File: config.mk
export PLATFORM = sky130hd
export DESIGN_NAME = csvf_fwd_top
export DESIGN_NICKNAME = d
export VERILOG_FILES = /design/src/design/csvf_axil_regs.v /design/src/design/csvf_fwd_top.v
export VERILOG_INCLUDE_DIRS = /design/src /design/src/design
export SDC_FILE = /design/constraint.sdc
export NUM_CORES = 1
export LEC_CHECK = 0
export ABC_AREA = 1
export ABC_CLOCK_PERIOD_IN_PS = 5050
export BUFFER_PORTS_ARGS = -buffer_cell sky130_fd_sc_hd__buf_2
export CAP_MARGIN = 15
export CORE_MARGIN = 10
export CORE_UTILIZATION = 62
export DETAILED_ROUTE_END_ITERATION = 12
export PLACE_DENSITY_LB_ADDON = 0.1
export RECOVER_POWER = 50
export SLEW_MARGIN = 5
export SYNTH_ARGS = -nofsm -noshare
export SYNTH_HDL_FRONTEND = slang
export SYNTH_HIERARCHICAL = 1
export SYNTH_SLANG_ARGS = --single-unit
File: constraint.sdc
create_clock -name aclk -period 5.05 [get_ports aclk]
set_clock_uncertainty 0.2 [all_clocks]
set_input_delay 0.2525 -clock aclk [delete_from_list [all_inputs] [get_ports aclk]]
set_output_delay 0.2525 -clock aclk [all_outputs]
set_load 0.05 [all_outputs]
File: src/design/csvf_consts.vh
// constants of the forwarding engine: register indices, fields, resets, timing
// assumes inclusion by csvf_axil_regs.v and csvf_fwd_top.v
`ifndef CSVF_CONSTS_VH
`define CSVF_CONSTS_VH
// ---------------------------------------------------------------------------
// register indices; byte address is four times the index
// ---------------------------------------------------------------------------
`define CSVF_IDX_MAP 8'h20
`define CSVF_IDX_MODE 8'h21
`define CSVF_IDX_STAT 8'h22
`define CSVF_ADDR_MAP ({`CSVF_IDX_MAP, 2'b00})
`define CSVF_ADDR_MODE ({`CSVF_IDX_MODE, 2'b00})
`define CSVF_ADDR_STAT ({`CSVF_IDX_STAT, 2'b00})
// ---------------------------------------------------------------------------
// fields and reset values
// ---------------------------------------------------------------------------
`define CSVF_MAP_DIS_LSB 0
`define CSVF_MAP_SEL_LSB 4
`define CSVF_MODE_RR_LSB 0
`define CSVF_MODE_SYNC_LSB 2
`define CSVF_STAT_SYNC_LSB 0
`define CSVF_STAT_LOSS_LSB 2
`define CSVF_MAP_RST 8'h00
`define CSVF_MODE_RST 8'h03
// ---------------------------------------------------------------------------
// packet kinds at a buffer head, bus responses
// ---------------------------------------------------------------------------
`define CSVF_PKT_LINE 2'h0
`define CSVF_PKT_FS 2'h1
`define CSVF_PKT_FE 2'h2
`define CSVF_RESP_OKAY 2'h0
`define CSVF_RESP_SLVERR 2'h2
// ---------------------------------------------------------------------------
// timing: alignment window of about one line period
// ---------------------------------------------------------------------------
`define CSVF_CLK_NS 20
`define CSVF_SKEW_NS 40000
`define CSVF_SKEW_CYC (`CSVF_SKEW_NS / `CSVF_CLK_NS)
`endif

File: src/design/csvf_axil_regs.v
// axi4-lite register slave: map, mode and status registers of the forwarder
// assumes one clock, synchronous active-low reset and a master that obeys axi4-lite
`timescale 1ns/1ns
`include "csvf_consts.vh"
module csvf_axil_regs (
  input wire aclk,
  input wire aresetn,
  input wire ce,
  input wire [9:0] s_awaddr,
  input wire s_awvalid,
  output reg s_awready,
  input wire [31:0] s_wdata,
  input wire [3:0] s_wstrb,
  input wire s_wvalid,
  output reg s_wready,
  output reg [1:0] s_bresp,
  output reg s_bvalid,
  input wire s_bready,
  input wire [9:0] s_araddr,
  input wire s_arvalid,
  output reg s_arready,
  output reg [31:0] s_rdata,
  output reg [1:0] s_rresp,
  output reg s_rvalid,
  input wire s_rready,
  output reg [7:0] map_q,
  output reg [7:0] mode_q,
  input wire [1:0] synced,
  input wire [1:0] loss_set
);
  reg aw_q;
  reg w_q;
  reg [9:0] awaddr_q;
  reg [7:0] wdata_q;
  reg wstrb_q;
  reg [1:0] loss_q;
  wire rd_take;
  wire rd_stat;

  // readies are registered copies of their free conditions, so outputs leave flops
  assign rd_take = s_arvalid & s_arready;
  assign rd_stat = rd_take & (s_araddr == `CSVF_ADDR_STAT);

  always @(posedge aclk) begin
    if (!aresetn) begin
      aw_q <= 1'b0;
      w_q <= 1'b0;
      awaddr_q <= 10'h000;
      wdata_q <= 8'h00;
      wstrb_q <= 1'b0;
      s_awready <= 1'b1;
      s_wready <= 1'b1;
      s_arready <= 1'b1;
      s_bvalid <= 1'b0;
      s_bresp <= `CSVF_RESP_OKAY;
      s_rvalid <= 1'b0;
      s_rresp <= `CSVF_RESP_OKAY;
      s_rdata <= 32'h0000_0000;
      map_q <= `CSVF_MAP_RST;
      mode_q <= `CSVF_MODE_RST;
      loss_q <= 2'h0;
    end else if (ce) begin
      if (s_awvalid && s_awready) begin
        aw_q <= 1'b1;
        s_awready <= 1'b0;
        awaddr_q <= s_awaddr;
      end
      if (s_wvalid && s_wready) begin
        w_q <= 1'b1;
        s_wready <= 1'b0;
        wdata_q <= s_wdata[7:0];
        wstrb_q <= s_wstrb[0];
      end
      if (aw_q && w_q) begin
        aw_q <= 1'b0;
        w_q <= 1'b0;
        s_bvalid <= 1'b1;
        s_bresp <= `CSVF_RESP_OKAY;
        if (awaddr_q == `CSVF_ADDR_MAP) begin
          if (wstrb_q) map_q <= wdata_q;
        end else if (awaddr_q == `CSVF_ADDR_MODE) begin
          if (wstrb_q) mode_q <= wdata_q;
        end else if (awaddr_q != `CSVF_ADDR_STAT) begin
          s_bresp <= `CSVF_RESP_SLVERR;
        end
      end else if (s_bvalid && s_bready) begin
        s_bvalid <= 1'b0;
        s_awready <= 1'b1;
        s_wready <= 1'b1;
      end
      // a loss arriving in the reading cycle survives the clear
      loss_q <= (rd_stat ? 2'h0 : loss_q) | loss_set;
      if (rd_take) begin
        s_rvalid <= 1'b1;
        s_arready <= 1'b0;
        s_rresp <= `CSVF_RESP_OKAY;
        s_rdata <= 32'h0000_0000;
        if (s_araddr == `CSVF_ADDR_MAP) begin
          s_rdata[7:0] <= map_q;
        end else if (s_araddr == `CSVF_ADDR_MODE) begin
          s_rdata[7:0] <= mode_q;
        end else if (rd_stat) begin
          s_rdata[3:0] <= {loss_q, synced};
        end else begin
          s_rresp <= `CSVF_RESP_SLVERR;
        end
      end else if (s_rvalid && s_rready) begin
        s_rvalid <= 1'b0;
        s_arready <= 1'b1;
      end
    end
  end
endmodule // csvf_axil_regs

File: src/design/csvf_fwd_top.v
// forwarding engine: four receive line buffers to two csi-2 transmit ports
// assumes buffers flag a whole packet at the head and drop it on a pop pulse;
// assumes each transmitter ends a requested packet with a one-cycle done pulse
//
// Added by the designer: the AXI4-Lite interface to the registers.
`timescale 1ns/1ns
`include "csvf_consts.vh"
// Function
// - move buffer packets to a transmit port as the map register says
// - drive high-speed entry and exit and pass the frame sync packets
// - look at every buffer's packet availability before each decision
// - a set disable bit keeps that input port from being forwarded
// - one map bit per buffer selects its only transmit port
// - the two engines arbitrate and are configured independently
// - default round-robin forwarding, streams told apart by vc and type
// - round-robin sends ready packets at once, rotating by input port
// - round-robin keeps each channel's own frame start and end
// - round-robin is active while the port's rotating enable bit is set and its sync mode field is zero
// - synchronized mode sends sync packets and lines in port order
// - on sync failure stop, discard, and retry at the next frame start
// - synchronized status bit plus sticky loss flag cleared by reading
// - each engine can align all four sources; any nonzero mode field enables it
// - basic synchronized keeps each stream a complete separate frame
// - all frame starts, then lines port by port, then all frame ends
// - every packet carries the vc of its receive port
// - a packet is read out only once it is whole in its buffer
// - synchronized status reads zero while sync forwarding is off
module csvf_fwd_top (
  input wire aclk,
  input wire aresetn,
  input wire ce,
  input wire [9:0] s_awaddr,
  input wire s_awvalid,
  output wire s_awready,
  input wire [31:0] s_wdata,
  input wire [3:0] s_wstrb,
  input wire s_wvalid,
  output wire s_wready,
  output wire [1:0] s_bresp,
  output wire s_bvalid,
  input wire s_bready,
  input wire [9:0] s_araddr,
  input wire s_arvalid,
  output wire s_arready,
  output wire [31:0] s_rdata,
  output wire [1:0] s_rresp,
  output wire s_rvalid,
  input wire s_rready,
  input wire [3:0] buf_avail,
  input wire [7:0] buf_kind,
  input wire [7:0] buf_vc,
  output wire [7:0] buf_pop,
  output wire [1:0] tx_req,
  output wire [3:0] tx_src,
  output wire [3:0] tx_kind,
  output wire [3:0] tx_vc,
  output wire [1:0] tx_hs,
  input wire [1:0] tx_done
);
  // ---------------------------------------------------------------------------
  // engine states
  // ---------------------------------------------------------------------------
  localparam ST_IDLE = 3'h1;
  localparam ST_SEND = 3'h2;
  localparam ST_GAP = 3'h4;
  localparam [31:0] SKEW_FULL = `CSVF_SKEW_CYC;
  // the window count fits twelve bits; the upper bits are zero by design
  localparam [11:0] SKEW_CYC = SKEW_FULL[11:0];

  wire [7:0] map_q;
  wire [7:0] mode_q;
  wire [1:0] synced;
  wire [1:0] loss;

  // next set bit of m after position c, cyclic; returns c when m is empty
  function [1:0] next_set;
    input [3:0] m;
    input [1:0] c;
    integer k;
    reg [1:0] j;
    reg [1:0] r;
    reg f;
    begin
      r = c;
      f = 1'b0;
      for (k = 1; k <= 4; k = k + 1) begin
        j = c + k[1:0];
        if (!f && m[j]) begin
          r = j;
          f = 1'b1;
        end
      end
      next_set = r;
    end
  endfunction

  // ---------------------------------------------------------------------------
  // register slave
  // ---------------------------------------------------------------------------
  csvf_axil_regs u_regs (
    .aclk(aclk),
    .aresetn(aresetn),
    .ce(ce),
    .s_awaddr(s_awaddr),
    .s_awvalid(s_awvalid),
    .s_awready(s_awready),
    .s_wdata(s_wdata),
    .s_wstrb(s_wstrb),
    .s_wvalid(s_wvalid),
    .s_wready(s_wready),
    .s_bresp(s_bresp),
    .s_bvalid(s_bvalid),
    .s_bready(s_bready),
    .s_araddr(s_araddr),
    .s_arvalid(s_arvalid),
    .s_arready(s_arready),
    .s_rdata(s_rdata),
    .s_rresp(s_rresp),
    .s_rvalid(s_rvalid),
    .s_rready(s_rready),
    .map_q(map_q),
    .mode_q(mode_q),
    .synced(synced),
    .loss_set(loss)
  );

  // ---------------------------------------------------------------------------
  // one engine per transmit port, sharing nothing but the registers
  // ---------------------------------------------------------------------------
  genvar t;
  generate
    for (t = 0; t < 2; t = t + 1) begin : g_eng
      reg [2:0] st_q;
      reg req_q;
      reg hs_q;
      reg [1:0] src_q;
      reg [1:0] kind_q;
      reg [1:0] vc_q;
      reg [3:0] pop_q;
      reg [1:0] last_q;
      reg synced_q;
      reg loss_q;
      reg [1:0] cur_q;
      reg [1:0] phase_q;
      reg [11:0] cnt_q;
      reg [3:0] member;
      reg [3:0] elig;
      reg [3:0] fs_ok;
      reg [1:0] head;
      reg [1:0] first;
      reg [1:0] after;
      reg sync_on;
      reg rr_on;
      reg [1:0] rr_pick;
      reg [1:0] drop_pick;
      reg [1:0] stale_pick;
      integer i;

      // -----------------------------------------------------------------------
      // per-engine selection
      // -----------------------------------------------------------------------
      // port selection, derived afresh every cycle from buffers and registers
      always @* begin
        member = 4'h0;
        fs_ok = 4'h0;
        for (i = 0; i < 4; i = i + 1) begin
          member[i] = ~map_q[`CSVF_MAP_DIS_LSB + i] &
            (map_q[`CSVF_MAP_SEL_LSB + i] == t);
          fs_ok[i] = buf_avail[i] & (buf_kind[2 * i +: 2] == `CSVF_PKT_FS);
        end
        elig = member & buf_avail;
        sync_on = mode_q[`CSVF_MODE_SYNC_LSB + 2 * t +: 2] != 2'h0;
        // synchronized selection outranks the rotating enable
        rr_on = mode_q[`CSVF_MODE_RR_LSB + t] & ~sync_on;
        head = buf_kind[{cur_q, 1'b0} +: 2];
        first = next_set(member, 2'h3);
        after = next_set(member, cur_q);
        // one picker per decision keeps the served port and its fields consistent
        rr_pick = next_set(elig, last_q);
        drop_pick = next_set(elig & ~fs_ok, 2'h3);
        stale_pick = next_set(fs_ok & member, 2'h3);
      end

      // -----------------------------------------------------------------------
      // engine sequencer
      // -----------------------------------------------------------------------
      always @(posedge aclk) begin
        if (!aresetn) begin
          st_q <= ST_IDLE;
          req_q <= 1'b0;
          hs_q <= 1'b0;
          src_q <= 2'h0;
          kind_q <= `CSVF_PKT_LINE;
          vc_q <= 2'h0;
          pop_q <= 4'h0;
          last_q <= 2'h3;
          synced_q <= 1'b0;
          loss_q <= 1'b0;
          cur_q <= 2'h0;
          phase_q <= `CSVF_PKT_FS;
          cnt_q <= 12'h000;
        end else if (ce) begin
          pop_q <= 4'h0;
          loss_q <= 1'b0;
          case (st_q)
            ST_IDLE: begin
              if (!sync_on) begin
                synced_q <= 1'b0;
                cnt_q <= 12'h000;
                if (rr_on && (elig != 4'h0)) begin
                  // any packet kind goes, so frame starts and ends stay per vc
                  src_q <= rr_pick;
                  last_q <= rr_pick;
                  kind_q <= buf_kind[{rr_pick, 1'b0} +: 2];
                  vc_q <= buf_vc[{rr_pick, 1'b0} +: 2];
                  req_q <= 1'b1;
                  hs_q <= 1'b1;
                  st_q <= ST_SEND;
                end else begin
                  hs_q <= 1'b0;
                end
              end else if (!synced_q) begin
                hs_q <= 1'b0;
                if ((member != 4'h0) && ((fs_ok | ~member) == 4'hF)) begin
                  // every enabled source stands at a frame start: lock
                  synced_q <= 1'b1;
                  cur_q <= first;
                  phase_q <= `CSVF_PKT_FS;
                  cnt_q <= 12'h000;
                end else if ((elig & ~fs_ok) != 4'h0) begin
                  src_q <= drop_pick;
                  pop_q[drop_pick] <= 1'b1;
                  st_q <= ST_GAP;
                end else if ((fs_ok & member) != 4'h0) begin
                  // a frame start that waits beyond the window is stale
                  if (cnt_q >= SKEW_CYC) begin
                    pop_q[stale_pick] <= 1'b1;
                    cnt_q <= 12'h000;
                    st_q <= ST_GAP;
                  end else begin
                    cnt_q <= cnt_q + 12'h001;
                  end
                end else begin
                  cnt_q <= 12'h000;
                end
              end else if (member[cur_q] && buf_avail[cur_q]) begin
                cnt_q <= 12'h000;
                if ((head == phase_q) ||
                    ((cur_q == first) && (phase_q == `CSVF_PKT_LINE) &&
                     (head == `CSVF_PKT_FE))) begin
                  if (head == `CSVF_PKT_FE) phase_q <= `CSVF_PKT_FE;
                  src_q <= cur_q;
                  kind_q <= head;
                  vc_q <= buf_vc[{cur_q, 1'b0} +: 2];
                  req_q <= 1'b1;
                  hs_q <= 1'b1;
                  st_q <= ST_SEND;
                end else begin
                  synced_q <= 1'b0;
                  loss_q <= 1'b1;
                end
              end else if (!member[cur_q]) begin
                // membership changed under the lock: start over
                synced_q <= 1'b0;
                loss_q <= 1'b1;
              end else if ((cur_q != first) || (phase_q != `CSVF_PKT_FS)) begin
                hs_q <= 1'b0;
                if (cnt_q >= SKEW_CYC) begin
                  synced_q <= 1'b0;
                  loss_q <= 1'b1;
                  cnt_q <= 12'h000;
                end else begin
                  cnt_q <= cnt_q + 12'h001;
                end
              end else begin
                // frame blanking between frames, no window applies
                hs_q <= 1'b0;
              end
            end
            ST_SEND: begin
              if (tx_done[t]) begin
                req_q <= 1'b0;
                pop_q[src_q] <= 1'b1;
                st_q <= ST_GAP;
                if (synced_q) begin
                  if (after <= cur_q) begin
                    cur_q <= first;
                    if (phase_q == `CSVF_PKT_FS) phase_q <= `CSVF_PKT_LINE;
                    if (phase_q == `CSVF_PKT_FE) phase_q <= `CSVF_PKT_FS;
                  end else begin
                    cur_q <= after;
                  end
                end
              end
            end
            ST_GAP: begin
              // one cycle for the buffer to retire the popped head
              st_q <= ST_IDLE;
            end
            default: begin
              st_q <= ST_IDLE;
              req_q <= 1'b0;
            end
          endcase
        end
      end

      // -----------------------------------------------------------------------
      // engine outputs, each straight from its flop except synced, which is gated by sync_on
      // -----------------------------------------------------------------------
      assign buf_pop[4 * t +: 4] = pop_q;
      assign tx_req[t] = req_q;
      assign tx_src[2 * t +: 2] = src_q;
      assign tx_kind[2 * t +: 2] = kind_q;
      assign tx_vc[2 * t +: 2] = vc_q;
      assign tx_hs[t] = hs_q;
      assign synced[t] = synced_q & sync_on;
      assign loss[t] = loss_q;
    end
  endgenerate
endmodule // csvf_fwd_top

# Yosys cells after proc, flatten, opt, wreduce, memory -nomap -nowiden
# Index checks and enable logic that the tools add are counted.
# op_classes
n_eq_ne	94
n_shift	8
n_lt_le_gt_ge	32
n_mux	329
reduce_logical	135
add_sub_neg	14
n_bitwise	43
# op_table
op	n
2-to-1 mux 2 bit	115
2-to-1 mux 12 bit	18
2-to-1 mux 1 bit	124
2-to-1 mux 4 bit	17
< comparator 2 x 3 -> 1 bit (second input constant)	22
variable part select 8 x 4 -> 2 bit	8
2-to-1 mux 3 bit	20
inequality test 3 bit (second input constant)	20
logical AND 1 bit	51
== test 10 x 8 -> 1 bit (second input constant)	5
AND reduction 7 bit	6
binary-select mux 1 bit (select 2 bit)	18
inequality test 4 bit (second input constant)	8
nonzero test 4 bit	8
logical NOT 1 bit	30
inequality test 2 bit (second input constant)	14
adder 12 x 1 -> 12 bit (second input constant)	2
AND 4 bit	6
greater-or-equal comparator 12 x 11 -> 1 bit (second input constant)	2
AND reduction 11 bit	2
inequality test 5 bit (second input constant)	4
AND reduction 2 bit	10
AND reduction 4 bit	5
nonzero test 2 bit	10
33 further kinds	130
# word_totals
ff_bits	126
in_bits	86
out_inout_bits	65

# Depth between registers and ports, before layout
# logic_depth
ltp_word	24
depth_mapped	22
mapped_depth_nobuf	21

# By module
# The synthesis kept the hierarchy.
# by_module_without_submodules
mod	cells_each	seq_area_each_um2	area_per_inst_um2	instances
csvf_fwd_top	1102	1401.3	6532.5	1
csvf_axil_regs	356	1081.0	2553.7	1

# Worst setup path after synthesis
# OpenSTA, ideal clock, no wires.
# synth_timing
path_type	register to register
start	register g_eng[1].cur_q[0]
end	register g_eng[1].phase_q[0]
stages_incl_launch_ff	23
synth_period_minus_slack_ns	2.816
path_buffers	2
slack_ns	2.234
arrival_ns	2.483
path_cell_list	dfxtp_1 > buf_6 > inv_2 > buf_6 > nand2_1 > o21a_1 > nor2_1 > a21oi_1 > nand2_1 > inv_1 > nand3_1 > nand3_1 > nand2_1 > ha_1 > inv_1 > nor2_1 > a2bb2oi_1 > nand2_1 > o21ai_0 > nor3_2 > nand2_1 > nand2_1 > nand3_1
# synth_between
elab_chain_len	16
word_cells_on_any_way	40
# synth_lines
element	line	source
start: declaration	csvf_fwd_top.v:143	reg [1:0] cur_q;
start signal: assignment	csvf_fwd_top.v:227	cur_q <= first;
start signal: assignment	csvf_fwd_top.v:287	cur_q <= first;
start signal: assignment	csvf_fwd_top.v:291	cur_q <= after;
adder 2 x 1 -> 2 bit	csvf_fwd_top.v:87	j = c + k[1:0];
binary-select mux 1 bit (select 2 bit)	csvf_fwd_top.v:88	if (!f && m[j]) begin
2-to-1 mux 1 bit (not written as such)	csvf_fwd_top.v:88	
2-to-1 mux 1 bit	csvf_fwd_top.v:88	
logical NOT 1 bit	csvf_fwd_top.v:88	
logical AND 1 bit	csvf_fwd_top.v:88	
2-to-1 mux 1 bit	csvf_fwd_top.v:88	
logical NOT 1 bit	csvf_fwd_top.v:88	
logical AND 1 bit	csvf_fwd_top.v:88	
2-to-1 mux 1 bit	csvf_fwd_top.v:88	
logical NOT 1 bit	csvf_fwd_top.v:88	
logical AND 1 bit	csvf_fwd_top.v:88	
2-to-1 mux 2 bit	csvf_fwd_top.v:88	
less-or-equal comparator 2 bit	csvf_fwd_top.v:286	if (after <= cur_q) begin
inequality test 2 bit (no source line)	n/a	
AND reduction 11 bit (no source line) (*)	n/a	
end signal: assignment	csvf_fwd_top.v:251	if (head == `CSVF_PKT_FE) phase_q <= `CSVF_PKT_FE;
end signal: assignment	csvf_fwd_top.v:288	if (phase_q == `CSVF_PKT_FS) phase_q <= `CSVF_PKT_LINE;
end signal: assignment	csvf_fwd_top.v:289	if (phase_q == `CSVF_PKT_FE) phase_q <= `CSVF_PKT_FS;
end: declaration	csvf_fwd_top.v:144	reg [1:0] phase_q;
# Mark *: on every way between the ends. The rest lies on a longest branch, timed or not. The select of a mux whose other input is x is not followed.
# A chain may end at the register's enable or synchronous reset.

# Worst setup path in the final report
# Same ends and word-level chain as after synthesis.

==> impl_metrics.py <==
metrics = {
    "synth": {
        "synth_top_family_by_area": "simple AND/OR/NAND/NOR gates",
        "synth_compound_area_share_pct": 13.9,
        "synthMuxAreaShare_pct": 0.248,
        "synth-simple-area-share_pct": 41.9,
        "synthXorXnorAreaFrac_pct": 0.771,
        "ys_ff_latch": 124,
        "syn_avg_cell_area_sq_um": 6.23,
        "synth_cell_types": 55,
        "synth_flop_cell": "dfxtp_1",
        "synthAdderAreaFrac_pct": 1.93,
        "synthesis.area_sq_um": 9090,
        "synth_seq_area_share_pct": 27.3,
        "ys_warn_count": 6,
        "async_flop_share_pct": 0,
        "synth_edf_count": 0,
        "synthCells": 1458,
    },
    "power": {
        "leakagePower_nw": 4.78,
        "swShare_pct": 38.1,
        "ir_drop_v": 0.000264,
        "pwr-share-clk_pct": 38.5,
        "power_density_nw_per_um2": 324,
        "internal_power_mw": 2.05,
        "p_sw_mw": 1.26,
        "pwr-share-seq_pct": 34.0,
        "p_comb_share_pct": 27.5,
    },
    "timing": {
        "worst_slew_pin_slew_ps": 1030,
        "max_slew_margin_pct": 31.3,
        "fmax_mhz": 277,
        "rsz0062_at_grt": "false",
        "finalWorstSetupSlack_ps": 1440,
        "holdWs_ps": 61.8,
        "setup_viol": 0,
        "fin_crit_sh_pct": 71.5,
        "hold_viol": 0,
        "tns_ps": 0,
        "slew_viol_final": 0,
        "period_minus_slack_ps": 3610,
    },
    "grt": {
        "grt_usage_pct": 26.1,
        "antenna_found_initial": 1,
        "grt_pass1_vias": 9212,
        "grt_max_degree": 63,
        "grt_remaining_overflow": 0,
        "grt_pass1_wl_microns": 43600,
    },
    "die": {
        "rows": 44,
        "die_x_microns": 141,
        "io_pins": 151,
        "core_area_sq_um": 14400,
        "fp.dieH_microns": 141,
        "fp.dieArea_sq_um": 19900,
        "start_util_pct": 63.0,
    },
    "drt": {
        "vias": 9778,
        "dr.first_iter.drc_count": 741,
        "remaining_drc_errors": 0,
        "drtAntennaViolNets": 0,
        "via_per_inst": 5.57,
        "routed_wl_microns": 26500,
        "firstDrtPassIters": 6,
        "wire_per_inst_microns": 15.1,
    },
    "critical_path": {
        "crit_buf_inv": 3,
        "start_kind": "flop",
        "slowest_delay_ps": 800,
        "critPathRequiredTime_ps": 5130,
        "crit_type": "reg2reg",
        "crit_path_end_kind": "flop",
        "crit_chain": "inv_2 -> nand2_1 -> o21a_1 -> nor2_1 -> a21oi_1 -> nand2_1 -> inv_1 -> nand3_1 -> nand3_1 -> nand2_1 -> ha_1 -> inv_1 -> nor2_1 -> a2bb2oi_1 -> nand2_1 -> o21ai_0 -> nor3_2 -> nand2_1 -> nand2_1 -> nand3_1",
        "timing.rr.start": "g_eng[1].cur_q[0]",
        "crit_fanout": 20,
        "cp_top_family": "simple AND/OR/NAND/NOR gates",
        "critPathLaunch": "g_eng[1].cur_q[0]",
        "cp.arrival_ps": 3690,
        "cpMostUsedCell": "nand2_1",
        "slowest_stage": "dfxtp_1",
    },
    "cts": {
        "cts_htree_levels": 4,
        "cts-root-buf": "clkbuf_16",
        "clkLatencyLatePin_ps": 430,
        "cts.clk_slew.worst_paths_ps": 60,
        "cts_setup_buffers": 0,
        "cts_tree": "yes",
        "cts_buffer_depth": 2,
        "numCtsBuffers": 17,
        "numClockSinks": 124,
    },
    "finish": {
        "area_growth_pct": 12.5,
        "finish.utilization_pct": 70.9,
        "final_area_sq_um": 10200,
        "nFillCells": 1361,
        "nNetsFinal": 1656,
        "drive_gt1_share_pct": 13.0,
    },
    "placement": {
        "pre_cts_ws_ps": 1550,
        "portBuffers": 97,
        "post_dp_cell_area_sq_um": 9420,
        "hpwl_microns": 19200,
        "gp_congestion": 0.986,
    },
    "min_path": {
        "worstHoldStart": "buf_vc[5]",
        "hold_path_class": "in2reg",
    },
    "job": {
        "drv_cap": 0,
    },
    "outcome": {
        "status": "finished, final reports clean",
    },
}
[sequential cells by signal, indices dropped and copies added, names as in the netlist, 4 cells and up]
name	flops
g_eng.src_q	4
g_eng.st_q	6
u_regs/wdata_q	8
u_regs/map_q	8
u_regs/mode_q	8
g_eng.pop_q	8
g_eng.kind_q	4
g_eng.cnt_q	24
g_eng.cur_q	4
u_regs/s_rdata	8
g_eng.vc_q	4
u_regs/awaddr_q	10
g_eng.last_q	4
g_eng.phase_q	4
[timing repair]
action / in CTS / in global routing
endpoints found under the hold margin: 30 / 0
endpoints found under the setup margin: 0 / 0
hold buffers: 27 / 0
gates resized for setup: 0 / 0
[path summary, 6_finish.rpt]
path                            depth (start not counted)                   to  slack, ps
worst min-delay path                                    7     g_eng[1].vc_q[1]         60
worst min register to register                          2   g_eng[1].cnt_q[11]        240
worst max register to register                         20  g_eng[1].phase_q[0]       1440
worst max-delay path                                   20  g_eng[1].phase_q[0]       1440
[cell usage in the layout, fill, tap and decap left out, types with 7 or more instances in the layout]
cell type / netlist / layout
a21oi_1: 81 / 81
buf_2: 14 / 57
nand3_1: 158 / 160
o21a_1: 7 / 7
nor2_1: 150 / 151
nor2_2: 16 / 15
nand4_1: 29 / 29
xor2_1: 8 / 8
nand2_1: 376 / 376
ha_1: 14 / 14
nor3_1: 21 / 21
o21ai_2: 7 / 7
dfxtp_1: 124 / 124
inv_2: 23 / 23
dlygate4sd3_1: 0 / 27
clkbuf_1: 12 / 40
clkbuf_16: 0 / 17
a31oi_1: 14 / 14
o21ai_1: 16 / 16
o21ai_0: 71 / 71
o211ai_1: 8 / 8
nand2_2: 21 / 21
nor3b_2: 7 / 7
inv_1: 173 / 173
conb_1: 1 / 26
[power by group through the flow]
stage / logic [mW] / registers, mW / clock network, mW
2_1_floorplan: 0.690 / 1.19 / 0
3_3_place_gp: 0.873 / 1.14 / 0
3_5_place_dp: 0.887 / 1.15 / 0
4_1_cts: 0.910 / 1.12 / 1.28
5_1_grt: 1.02 / 1.14 / 1.32
6_report: 0.912 / 1.13 / 1.27
[cell families after synthesis]
logic type / count (synthesis)
xor gates and xnor gates: 8
and+or+nand+nor: 815
buffers and inverters: 272
adders and majority gates: 14
DFF: 124
AOI/OAI and AO/OA: 223
other: 1
muxes: 1
[layout make-up]
cell class	count	area (sq um)	share of cell area (%)
sequential	124	2480	24.3
antenna	1	2.50	0.0245
timing repair buffer	127	728	7.12
inverter	199	752	7.36
tap	184	230	2.25
multi-input combinational	1087	5420	53.1
clock buffer	17	425	4.16
clock inverter	15	176	1.73
[metal layers]
| metal | vias to the layer above | track usage (%) | share of wire, % |
|---|---|---|---|
| li1 | 4887 | - | - |
| met1 | 4436 | 30.1 | 40 |
| met2 | 389 | 45.2 | 50 |
| met3 | 66 | 5.34 | 6.8 |
| met4 | 0 | 11.9 | 3.6 |
| met5 | - | 0 | 0 |
[cell usage after synthesis (all sizes together), types with 3 or more instances]
master / number / area (sq um)
o21ai: 95 / 513
nor3b: 8 / 95.1
nand4: 31 / 215
nand3b: 4 / 33.8
a21oi: 85 / 440
nor2: 173 / 751
dfxtp: 124 / 2480
nor3: 30 / 220
a31oi: 14 / 87.6
ha: 14 / 175
o21a: 7 / 52.6
a22oi: 3 / 27.5
nand2: 400 / 1580
inv: 197 / 744
buf: 61 / 457
o211ai: 8 / 60.1
xor2: 8 / 70.1
clkbuf: 12 / 45.0
nand3: 168 / 913
[metrics by stage]
step / instances / power (mW)
after floorplan: 1483 / 1.88
after global placement: 1694 / 2.02
after detailed placement: 1694 / 2.03
after CTS: 1753 / 3.31
after global routing: 1754 / 3.48
final: 1754 / 3.31
[worst reg2reg max path, cell delays in order, from the launching register on]
cell	delay [ps]
dfxtp_1	800
inv_2	250
nand2_1	130
o21a_1	160
nor2_1	50
a21oi_1	210
nand2_1	100
inv_1	80
nand3_1	80
nand3_1	80
nand2_1	80
ha_1	300
inv_1	60
nor2_1	30
a2bb2oi_1	120
nand2_1	140
o21ai_0	130
nor3_2	260
nand2_1	80
nand2_1	60
nand3_1	60
No activity file was read; power rests on OpenSTA's default activity.
